<file path="config.mk">
export PLATFORM = sky130hd
export DESIGN_NAME = dcc_top
export DESIGN_NICKNAME = d
export VERILOG_FILES = /design/src/shared/dcc_pkg.sv /design/src/logic/dcc_top.sv
export SDC_FILE = /design/constraint.sdc
export NUM_CORES = 1
export LEC_CHECK = 0
export BUFFER_PORTS_ARGS = -buffer_cell sky130_fd_sc_hd__buf_4
export CAP_MARGIN = 25
export CORE_ASPECT_RATIO = 1.4
export CORE_UTILIZATION = 40
export CTS_CLUSTER_DIAMETER = 50
export CTS_CLUSTER_SIZE = 20
export DETAILED_ROUTE_END_ITERATION = 16
export PLACE_DENSITY = 0.67
export SYNTH_ARGS = -nofsm -noshare
export SYNTH_HDL_FRONTEND = slang
export SYNTH_SLANG_ARGS = --single-unit
</file>
<file path="constraint.sdc">
create_clock -name aclk -period 2.3 [get_ports aclk]
set_clock_uncertainty 0.15 [all_clocks]
set_input_delay 0.115 -clock aclk [delete_from_list [all_inputs] [get_ports aclk]]
set_output_delay 0.115 -clock aclk [all_outputs]
set_load 0.01 [all_outputs]
</file>
<file path="src/shared/dcc_pkg.sv">
package dcc_pkg;
  localparam logic [4:0] DCC_OFF_CTRL1   = 5'h00;
  localparam logic [4:0] DCC_OFF_CTRL2   = 5'h04;
  localparam logic [4:0] DCC_OFF_SHARED  = 5'h08;
  localparam logic [4:0] DCC_OFF_FLAGS   = 5'h0c;
  localparam logic [4:0] DCC_OFF_PORT    = 5'h10;
  localparam logic [4:0] DCC_OFF_ANALOG  = 5'h14;
  localparam logic [4:0] DCC_OFF_DIR     = 5'h18;
  localparam int         DCC_BIT_ON      = 7;
  localparam int         DCC_BIT_RES     = 6;
  localparam int         DCC_BIT_OE      = 5;
  localparam int         DCC_BIT_POL     = 4;
  localparam int         DCC_BIT_REF     = 2;
  localparam int         DCC_BIT_ALTCLK  = 4;
  localparam int         DCC_BIT_HYS1    = 3;
  localparam int         DCC_BIT_HYS2    = 2;
  localparam int         DCC_BIT_GSS     = 1;
  localparam int         DCC_BIT_SYNC    = 0;
  localparam logic [7:0] DCC_CTRL_WMASK  = 8'hb7;
  localparam logic [7:0] DCC_SHARED_WMASK = 8'h1f;
  localparam logic [7:0] DCC_CTRL_RST    = 8'h00;
  localparam logic [7:0] DCC_SHARED_RST  = 8'h02;
  localparam logic [7:0] DCC_ANALOG_RST  = 8'hff;
  localparam logic [7:0] DCC_DIR_RST     = 8'hff;
  localparam logic [1:0] DCC_RESP_OKAY   = 2'h0;
  localparam logic [1:0] DCC_RESP_SLVERR = 2'h2;
endpackage

</file>
<file path="src/logic/dcc_top.sv">
// The implementer's own choices: register access over AXI4-Lite and the placing of the registers.
`timescale 1ns/1ps
module dcc_top
  import dcc_pkg::*;
(
  input  wire logic        aclk,
  input  wire logic        aresetn,
  input  wire logic [4:0]  awaddr,
  input  wire logic        awvalid,
  output logic             awready,
  input  wire logic [31:0] wdata,
  input  wire logic [3:0]  wstrb,
  input  wire logic        wvalid,
  output logic             wready,
  output logic [1:0]       bresp,
  output logic             bvalid,
  input  wire logic        bready,
  input  wire logic [4:0]  araddr,
  input  wire logic        arvalid,
  output logic             arready,
  output logic [31:0]      rdata,
  output logic [1:0]       rresp,
  output logic             rvalid,
  input  wire logic        rready,
  input  wire logic        cmp1_raw,
  input  wire logic        cmp2_raw,
  input  wire logic        timer_clk,
  input  wire logic        timer_gate_pin,
  input  wire logic [7:0]  port_pins,
  output logic             cmp1_enable,
  output logic             cmp2_enable,
  output logic             cmp1_ref_select,
  output logic             cmp2_ref_select,
  output logic [1:0]       cmp1_channel_select,
  output logic [1:0]       cmp2_channel_select,
  output logic             cmp1_hysteresis_enable,
  output logic             cmp2_hysteresis_enable,
  output logic             timer_alt_clock_select,
  output logic             cmp1_pin_out,
  output logic             cmp1_pin_oe,
  output logic             cmp2_pin_out,
  output logic             cmp2_pin_oe,
  output logic             timer_gate
);
  logic [7:0] ctrl1;
  logic [7:0] ctrl2;
  logic [7:0] shared_ctl;
  logic [1:0] irq_flag;
  logic [7:0] analog_sel;
  logic [7:0] port_direction;
  logic [1:0] raw_meta;
  logic [1:0] raw_sync;
  logic       cmp1_result;
  logic       cmp2_result;
  logic [1:0] access_latch;
  logic [1:0] cycle_latch;
  logic [1:0] mismatch_q;
  logic       timer_clk_q;
  logic       cmp2_synced_result;
  logic       aw_held;
  logic       w_held;
  logic [4:0] aw_addr_q;
  logic [7:0] w_byte_q;
  logic       w_lane_q;
  logic       do_write;
  logic       rd_take;
  logic [1:0] mismatch;
  logic [1:0] ctrl_access;
  logic [1:0] flag_wr_val;
  logic       flag_wr;

  // Comparator off forces a low result
  function automatic logic cmp_eval(input logic en, input logic raw, input logic inv);
    return en & (raw ^ inv);
  endfunction

  function automatic logic [7:0] ctrl_view(input logic [7:0] c, input logic res);
    logic [7:0] v;
    v = c & DCC_CTRL_WMASK;
    v[DCC_BIT_RES] = res;
    return v;
  endfunction

  assign do_write = aw_held & w_held & ~bvalid;
  assign rd_take  = arvalid & arready;
  assign flag_wr  = do_write & w_lane_q & (aw_addr_q == DCC_OFF_FLAGS);
  assign flag_wr_val = w_byte_q[1:0];
  assign mismatch = access_latch ^ cycle_latch;

  always_comb begin
    ctrl_access[0] = (rd_take & (araddr == DCC_OFF_CTRL1))
                   | (do_write & (aw_addr_q == DCC_OFF_CTRL1));
    ctrl_access[1] = (rd_take & (araddr == DCC_OFF_CTRL2))
                   | (do_write & (aw_addr_q == DCC_OFF_CTRL2));
  end

  // Write address and data may arrive in either order
  always_ff @(posedge aclk) begin
    if (!aresetn) begin
      awready   <= 1'b0;
      wready    <= 1'b0;
      aw_held   <= 1'b0;
      w_held    <= 1'b0;
      aw_addr_q <= 5'h00;
      w_byte_q  <= 8'h00;
      w_lane_q  <= 1'b0;
      bvalid    <= 1'b0;
      bresp     <= DCC_RESP_OKAY;
    end else begin
      if (awvalid && awready) begin
        aw_held   <= 1'b1;
        aw_addr_q <= awaddr;
        awready   <= 1'b0;
      end else if (!aw_held && !bvalid) begin
        awready <= 1'b1;
      end
      if (wvalid && wready) begin
        w_held   <= 1'b1;
        w_byte_q <= wdata[7:0];
        w_lane_q <= wstrb[0];
        wready   <= 1'b0;
      end else if (!w_held && !bvalid) begin
        wready <= 1'b1;
      end
      if (do_write) begin
        aw_held <= 1'b0;
        w_held  <= 1'b0;
        bvalid  <= 1'b1;
        bresp   <= (aw_addr_q > DCC_OFF_DIR || aw_addr_q[1:0] != 2'h0) ?
                   DCC_RESP_SLVERR : DCC_RESP_OKAY;
      end else if (bvalid && bready) begin
        bvalid <= 1'b0;
      end
    end
  end

  // Software-written configuration
  always_ff @(posedge aclk) begin
    if (!aresetn) begin
      ctrl1          <= DCC_CTRL_RST;
      ctrl2          <= DCC_CTRL_RST;
      shared_ctl     <= DCC_SHARED_RST;
      analog_sel     <= DCC_ANALOG_RST;
      port_direction <= DCC_DIR_RST;
    end else if (do_write && w_lane_q) begin
      if (aw_addr_q == DCC_OFF_CTRL1) ctrl1 <= w_byte_q & DCC_CTRL_WMASK;
      if (aw_addr_q == DCC_OFF_CTRL2) ctrl2 <= w_byte_q & DCC_CTRL_WMASK;
      if (aw_addr_q == DCC_OFF_SHARED) shared_ctl <= w_byte_q & DCC_SHARED_WMASK;
      if (aw_addr_q == DCC_OFF_ANALOG) analog_sel <= w_byte_q;
      if (aw_addr_q == DCC_OFF_DIR) port_direction <= w_byte_q;
    end
  end

  // Read data registered at the address handshake
  always_ff @(posedge aclk) begin
    if (!aresetn) begin
      arready <= 1'b0;
      rvalid  <= 1'b0;
      rdata   <= 32'h0000_0000;
      rresp   <= DCC_RESP_OKAY;
    end else if (rd_take) begin
      arready <= 1'b0;
      rvalid  <= 1'b1;
      rresp   <= DCC_RESP_OKAY;
      rdata   <= 32'h0000_0000;
      case (araddr)
        DCC_OFF_CTRL1:  rdata[7:0] <= ctrl_view(ctrl1, cmp1_result);
        DCC_OFF_CTRL2:  rdata[7:0] <= ctrl_view(ctrl2, cmp2_result);
        DCC_OFF_SHARED: rdata[7:0] <= {cmp1_result, cmp2_result, 1'b0, shared_ctl[4:0]};
        DCC_OFF_FLAGS:  rdata[7:0] <= {6'h00, irq_flag};
        DCC_OFF_PORT:   rdata[7:0] <= port_pins & ~analog_sel;
        DCC_OFF_ANALOG: rdata[7:0] <= analog_sel;
        DCC_OFF_DIR:    rdata[7:0] <= port_direction;
        default:        rresp <= DCC_RESP_SLVERR;
      endcase
    end else begin
      if (rvalid && rready) begin
        rvalid <= 1'b0;
      end
      if (!rvalid || rready) begin
        arready <= 1'b1;
      end
    end
  end

  always_ff @(posedge aclk) begin
    if (!aresetn) begin
      raw_meta <= 2'b00;
      raw_sync <= 2'b00;
    end else begin
      raw_meta <= {cmp2_raw, cmp1_raw};
      raw_sync <= raw_meta;
    end
  end

  always_ff @(posedge aclk) begin
    if (!aresetn) begin
      cmp1_result <= 1'b0;
      cmp2_result <= 1'b0;
    end else begin
      cmp1_result <= cmp_eval(ctrl1[DCC_BIT_ON], raw_sync[0], ctrl1[DCC_BIT_POL]);
      cmp2_result <= cmp_eval(ctrl2[DCC_BIT_ON], raw_sync[1], ctrl2[DCC_BIT_POL]);
    end
  end

  always_ff @(posedge aclk) begin
    if (!aresetn) begin
      access_latch <= 2'b00;
      cycle_latch  <= 2'b00;
      mismatch_q   <= 2'b00;
    end else begin
      cycle_latch <= {cmp2_result, cmp1_result};
      mismatch_q  <= mismatch;
      if (ctrl_access[0]) access_latch[0] <= cmp1_result;
      if (ctrl_access[1]) access_latch[1] <= cmp2_result;
    end
  end

  always_ff @(posedge aclk) begin
    if (!aresetn) begin
      irq_flag <= 2'b00;
    end else begin
      irq_flag <= (flag_wr ? flag_wr_val : irq_flag) | (mismatch & ~mismatch_q);
    end
  end

  always_ff @(posedge aclk) begin
    if (!aresetn) begin
      timer_clk_q        <= 1'b0;
      cmp2_synced_result <= 1'b0;
    end else begin
      timer_clk_q <= timer_clk;
      if (timer_clk_q && !timer_clk) cmp2_synced_result <= cmp2_result;
    end
  end

  // Pin and analog-side controls; all outputs registered
  always_ff @(posedge aclk) begin
    if (!aresetn) begin
      cmp1_enable            <= 1'b0;
      cmp2_enable            <= 1'b0;
      cmp1_ref_select        <= 1'b0;
      cmp2_ref_select        <= 1'b0;
      cmp1_channel_select    <= 2'b00;
      cmp2_channel_select    <= 2'b00;
      cmp1_hysteresis_enable <= 1'b0;
      cmp2_hysteresis_enable <= 1'b0;
      timer_alt_clock_select <= 1'b0;
      cmp1_pin_out           <= 1'b0;
      cmp1_pin_oe            <= 1'b0;
      cmp2_pin_out           <= 1'b0;
      cmp2_pin_oe            <= 1'b0;
      timer_gate             <= 1'b0;
    end else begin
      cmp1_enable            <= ctrl1[DCC_BIT_ON];
      cmp2_enable            <= ctrl2[DCC_BIT_ON];
      cmp1_ref_select        <= ctrl1[DCC_BIT_REF];
      cmp2_ref_select        <= ctrl2[DCC_BIT_REF];
      cmp1_channel_select    <= ctrl1[1:0];
      cmp2_channel_select    <= ctrl2[1:0];
      cmp1_hysteresis_enable <= shared_ctl[DCC_BIT_HYS1];
      cmp2_hysteresis_enable <= shared_ctl[DCC_BIT_HYS2];
      timer_alt_clock_select <= shared_ctl[DCC_BIT_ALTCLK];
      cmp1_pin_out <= cmp1_result;
      cmp2_pin_out <= cmp2_result;
      cmp1_pin_oe <= ctrl1[DCC_BIT_OE] & ctrl1[DCC_BIT_ON] & ~port_direction[0];
      cmp2_pin_oe <= ctrl2[DCC_BIT_OE] & ctrl2[DCC_BIT_ON] & ~port_direction[1];
      if (shared_ctl[DCC_BIT_GSS]) begin
        timer_gate <= timer_gate_pin;
      end else begin
        // Timer samples on its rising edge, so capture on the fall avoids a race
        timer_gate <= shared_ctl[DCC_BIT_SYNC] ? cmp2_synced_result : cmp2_result;
      end
    end
  end
endmodule // dcc_top

</file>
== After elaboration in Yosys (flattened, before gate mapping) ==
Index checks and enable logic that the tools add are counted.
W data, S select, Z words.

* Memory bits (read-only): 0
* Register bits: 98
* Logic and storage cells: 124
* Bits in writable memories: 0
* Memories kept: 0
* Bits in latches: 0

* Mux-type cells: 10
* $add $sub $neg: 0
* Shifts and indexed selects: 0
* Reductions and logical operators: 30
* Equal/unequal tests: 11
* Div/mod/pow operators: 0
* Order comparisons: 1
* Bitwise gates (word level): 29
* Multipliers: 0

{| class="wikitable"
|+ Operators by type and width
! operator !! number
|-
| $pmux W8 S7 || 1
|-
| $eq A5 B5 Y1 const B || 5
|-
| $eq A5 B4 Y1 const B || 4
|-
| $and A1 B1 Y1 || 15
|-
| $eq A5 B3 Y1 const B || 2
|-
| $logic_not A5 Y1 || 2
|-
| $reduce_and A2 Y1 || 5
|-
| $and A8 B8 Y8 || 1
|-
| $logic_and A1 B1 Y1 || 8
|-
| $not A8 Y8 || 1
|-
| $reduce_or A2 Y1 || 4
|-
| $reduce_or A7 Y1 || 1
|-
| $mux W1 || 6
|-
| $mux W2 || 3
|-
| $reduce_bool A2 Y1 || 3
|-
| $gt A5 B5 Y1 const B || 1
|-
| $logic_not A1 Y1 || 5
|-
| $not A1 Y1 || 4
|-
| $and A2 B2 Y2 || 1
|-
| $logic_or A1 B1 Y1 || 2
|-
| $not A2 Y2 || 1
|-
| $or A1 B1 Y1 || 2
|-
| $or A2 B2 Y2 || 1
|-
| $xor A1 B1 Y1 || 2
|-
| $xor A2 B2 Y2 || 1
|}

== Logic depth before layout (Yosys ltp) ==
* Depth after elaboration: 6
* Mapped depth: 6

== Worst setup path after synthesis ==
Ideal clock, no wire load.

* Path type: reg-to-reg
* Start: reg aw_addr_q[0]
* End: reg port_direction[7]
* Period minus slack after synthesis: 1767 ps
* Cell stages (with the launch flop): 5
* Library setup time: 129 ps
* Data arrival time: 1488 ps
* Buffers on the path: 0
* Setup slack: 533 ps
* Cell sequence: dfxtp_1 > or4b_4 > nor3_4 > mux2i_1 > nand2_1

* Cells in the longest elaborated chain, start to end: 2

{| class="wikitable"
|+ RTL lines
! element !! RTL line !! RTL
|-
| from (decl) || dcc_top.sv:62 || <nowiki>logic [4:0] aw_addr_q;</nowiki>
|-
| from (signal assigned) || dcc_top.sv:112 || <nowiki>aw_addr_q <= awaddr;</nowiki>
|-
| $eq A5 B5 Y1 || dcc_top.sv:150 || <nowiki>if (aw_addr_q == DCC_OFF_DIR) port_direction <= w_byte_q;</nowiki>
|-
| $reduce_and A2 Y1 (no source line) || - ||
|-
| to (signal assigned) || dcc_top.sv:150 ||
|-
| to (decl) || dcc_top.sv:50 || <nowiki>logic [7:0] port_direction;</nowiki>
|}

No other way between the ends.
A chain may end at the register's enable or synchronous reset.

== Worst setup path after layout ==
* Start: reg aw_addr_q[0]
* End: reg ctrl2[4]

* Cells in the longest elaborated chain, start to end: 2

{| class="wikitable"
|+ RTL lines
! element !! RTL line !! RTL
|-
| $eq A5 B3 Y1 || dcc_top.sv:147 || <nowiki>if (aw_addr_q == DCC_OFF_CTRL2) ctrl2 <= w_byte_q & DCC_CTRL_WMASK;</nowiki>
|-
| $reduce_and A2 Y1 (no source line) || - ||
|-
| to (signal assigned) || dcc_top.sv:147 ||
|-
| to (decl) || dcc_top.sv:46 || <nowiki>logic [7:0] ctrl2;</nowiki>
|}

No other way between the ends.

==> flow_summary.yaml <==
outcome:
  outcome: "completed"
die:
  die-height_um: 119
  start_util_pct: 41.4
  die_area_um2: 10300
  placement_rows: 42
  design.core.area_um2: 9510
  floorplan.io_pins: 122
  die-width_um: 85.9
cts:
  post_cts.repair.setup_buffers: 0
  clock_latency_ns: 0.34
  cts_num_sinks: 94
  ctsRootBufferMaster: "sky130_fd_sc_hd__clkbuf_16"
  cts.htree.levels: 3
  cts_tree: "yes"
  clk_pin_slew_worst_paths_ns: 0.07
  cts_inserted_buffers: 9
  clk_path_buf_depth: 2
synthesis:
  yosysWarnings: 0
  ys_async_sr_fraction_pct: 0
  number_of_flops_mapped_to_enable_cells_by_yosys: 0
  syn-mean-instance-area_um2: 9.33
  postSynthRegisterBits: 94
  synth_sequential_area_ratio_pct: 47.8
  ys.flop_type: "sky130_fd_sc_hd__dfxtp_1"
  ys_types: 52
  synth.cell_area_um2: 3940
  synthesis.instances: 422
setup_path:
  worst_path_dominant_cell_family: "simple AND/OR/NAND/NOR gates"
  worstPathArrival_ns: 1.92
  number_of_stages_on_the_worst_setup_path: 4
  crit_chain: "nor4b_1 > nand3_1 > nand3_1 > o21ai_0"
  setup.worst_path.class: "register to register"
  timing.rr.start: "aw_addr_q[0]"
  worstPathRequired_ns: 2.35
  timing.critical_path.from: "aw_addr_q[0]"
  timing.critical_path.slowest_stage_cell: "sky130_fd_sc_hd__nor4b_1"
  worst-path-buf-inv: 0
  crit_path_start_kind: "register"
  path_common_cell: "sky130_fd_sc_hd__nand3_1"
  rr_worst_depth: 4
  end_kind: "register"
  cpPeakStageDelay_ns: 0.49
  crit_fanout: 12
global_route:
  largest_net_degree_at_the_start_of_global_routing: 47
  grt_use_total_pct: 18.0
  antenna_found_initial: 0
  global_route.overflow_total: 0
  grt_pass1_vias: 2950
  grt_first_pass_wirelength_mm: 14.0
power:
  ir_drop_mv: 0.446
  static-leakage-power_nw: 2.11
  power_density_nw_per_um2: 687
timing:
  min_period_ns: 1.86
  grt_setup_unrepaired: "false"
  crit_share_post_route_pct: 81.0
  setup_viol: 0
  fin_tns_setup_ns: 0
  clock.fmax_ghz: 0.537
  max_slew.worst_pin.slew_ns: 0.487
  final-max-slew-violation-count: 0
  timing.slew.headroom_pct: 67.1
  setup_ws_ns: 0.436
  hold_viol: 0
place:
  gp_congestion: 0.811
  post_place_worst_slack_ns: 0.429
  dpl-instance-area_um2: 4440
  dp_hpwl_mm: 6.22
  placement.io_buffers: 68
route:
  drc_errors: 0
  detail_route.iter0.violations: 112
  post_drt_via_cell_ratio: 4.81
  routed_wire_length_per_instance_um: 13.5
  route.antenna.remaining_nets: 0
  wirelength_mm: 8.73
  route.vias.total: 3105
  detailedRoute.firstPassIterationCount: 4
job:
  max_cap_violations: 0
layout:
  most-common-layout-cells: "sky130_fd_sc_hd__dfxtp_1 (94), sky130_fd_sc_hd__nand2_1 (74), sky130_fd_sc_hd__buf_4 (70)"
  post-route-util_pct: 52.8
  design.final.nets: 573
  layout-drive-gt1-share_pct: 18.5
  antenna_cells_inserted: 0
  area_delta_synth_final_pct: 27.6
  layout_commonest_cell: "sky130_fd_sc_hd__dfxtp_1"
  final_design_area_no_fill_um2: 5020
worst_hold_path:
  whs_path_depth: 3
  hold_path.startpoint: "araddr[3]"
  hold_class: "primary input to register"
-- per-stage QoR --
stage | cells | total power [W] | hold slack, ns
after floorplan | 447 | 0.00190 | 0.0867
after global placement | 601 | 0.00196 | 0.182
after detailed placement | 601 | 0.00197 | 0.183
after CTS | 645 | 0.00349 | 0.0150
after global routing | 645 | 0.00358 | 0.0520
final | 645 | 0.00345 | 0.0302
-- power by group --
group / switching, W / total [W] / internal [W]
sequential: 0.0000344 / 0.00169 / 0.00166
clock: 0.000608 / 0.00148 / 0.000872
combinational: 0.000136 / 0.000276 / 0.000141
-- cells by family after synthesis --
logic type | after synthesis | synth area share [%]
simple gates | 156 | 21.1
flops | 94 | 47.8
compound gates | 75 | 12.6
buf+inv | 55 | 7.82
mux | 37 | 9.72
xor+xnor | 4 | 0.890
other cells | 1 | 0.0952
-- sequential cells by signal, indices dropped and copies added, names as in the netlist, 5 cells and up --
| register | cells |
|---|---|
| analog_sel | 8 |
| aw_addr_q | 5 |
| ctrl1 | 6 |
| ctrl2 | 6 |
| port_direction | 8 |
| rdata | 8 |
| shared_ctl | 5 |
| w_byte_q | 8 |
-- worst reg2reg max path, cell delays in order, from the launching register on --
cell and delay (ns):
sky130_fd_sc_hd__dfxtp_1 0.35, sky130_fd_sc_hd__nor4b_1 0.49, sky130_fd_sc_hd__nand3_1 0.45, sky130_fd_sc_hd__nand3_1 0.20, sky130_fd_sc_hd__o21ai_0 0.10
-- cells in the mapped netlist, drive strengths merged, types with 2 or more instances --
master	number	area (um^2)
dfxtp	94	1880
nand2	74	278
mux2i	36	360
buf	29	209
o21ai	22	110
and2	20	125
clkbuf	19	72.6
a21boi	18	135
a21oi	13	65.1
nand3	12	60.1
nor2b	12	75.1
nor2	9	33.8
nor3b	8	76.3
inv	7	26.3
a22o	5	43.8
nor3	5	36.3
nand2b	4	25.0
o21a	3	22.5
o22a	3	26.3
or4b	3	33.8
a22oi	2	15.0
xnor2	2	17.5
xor2	2	17.5
-- final timing paths --
| check | slack (ns) | end |
|---|---|---|
| setup / recovery | 0.44 | ctrl2[4] |
| hold / removal | 0.03 | rdata[0] |
| setup reg to reg | 0.44 | ctrl2[4] |
| hold reg to reg | 0.29 | raw_sync[0] |
-- routing by layer --
metal	track usage, %	part of all wire, %
met5	0	0
met3	3.47	3.8
met1	20.6	42
met2	31.3	52
met4	9.38	2.5
-- cell type report --
class	count	area [um^2]
repair buffers	98	806
flip-flops and latches	94	1880
well taps	132	165
multi-input cells	298	1840
clock inverters	5	58.8
inverters	7	26.3
fillers	887	4490
clock buffers	11	243
-- what timing repair did --
| action | in CTS | in global routing |
|---|---|---|
| resized for setup | 0 | 0 |
| hold buffers | 28 | 0 |
| endpoints found under the hold margin | 31 | 0 |
Note: power is estimated with default switching activity, not from simulation.
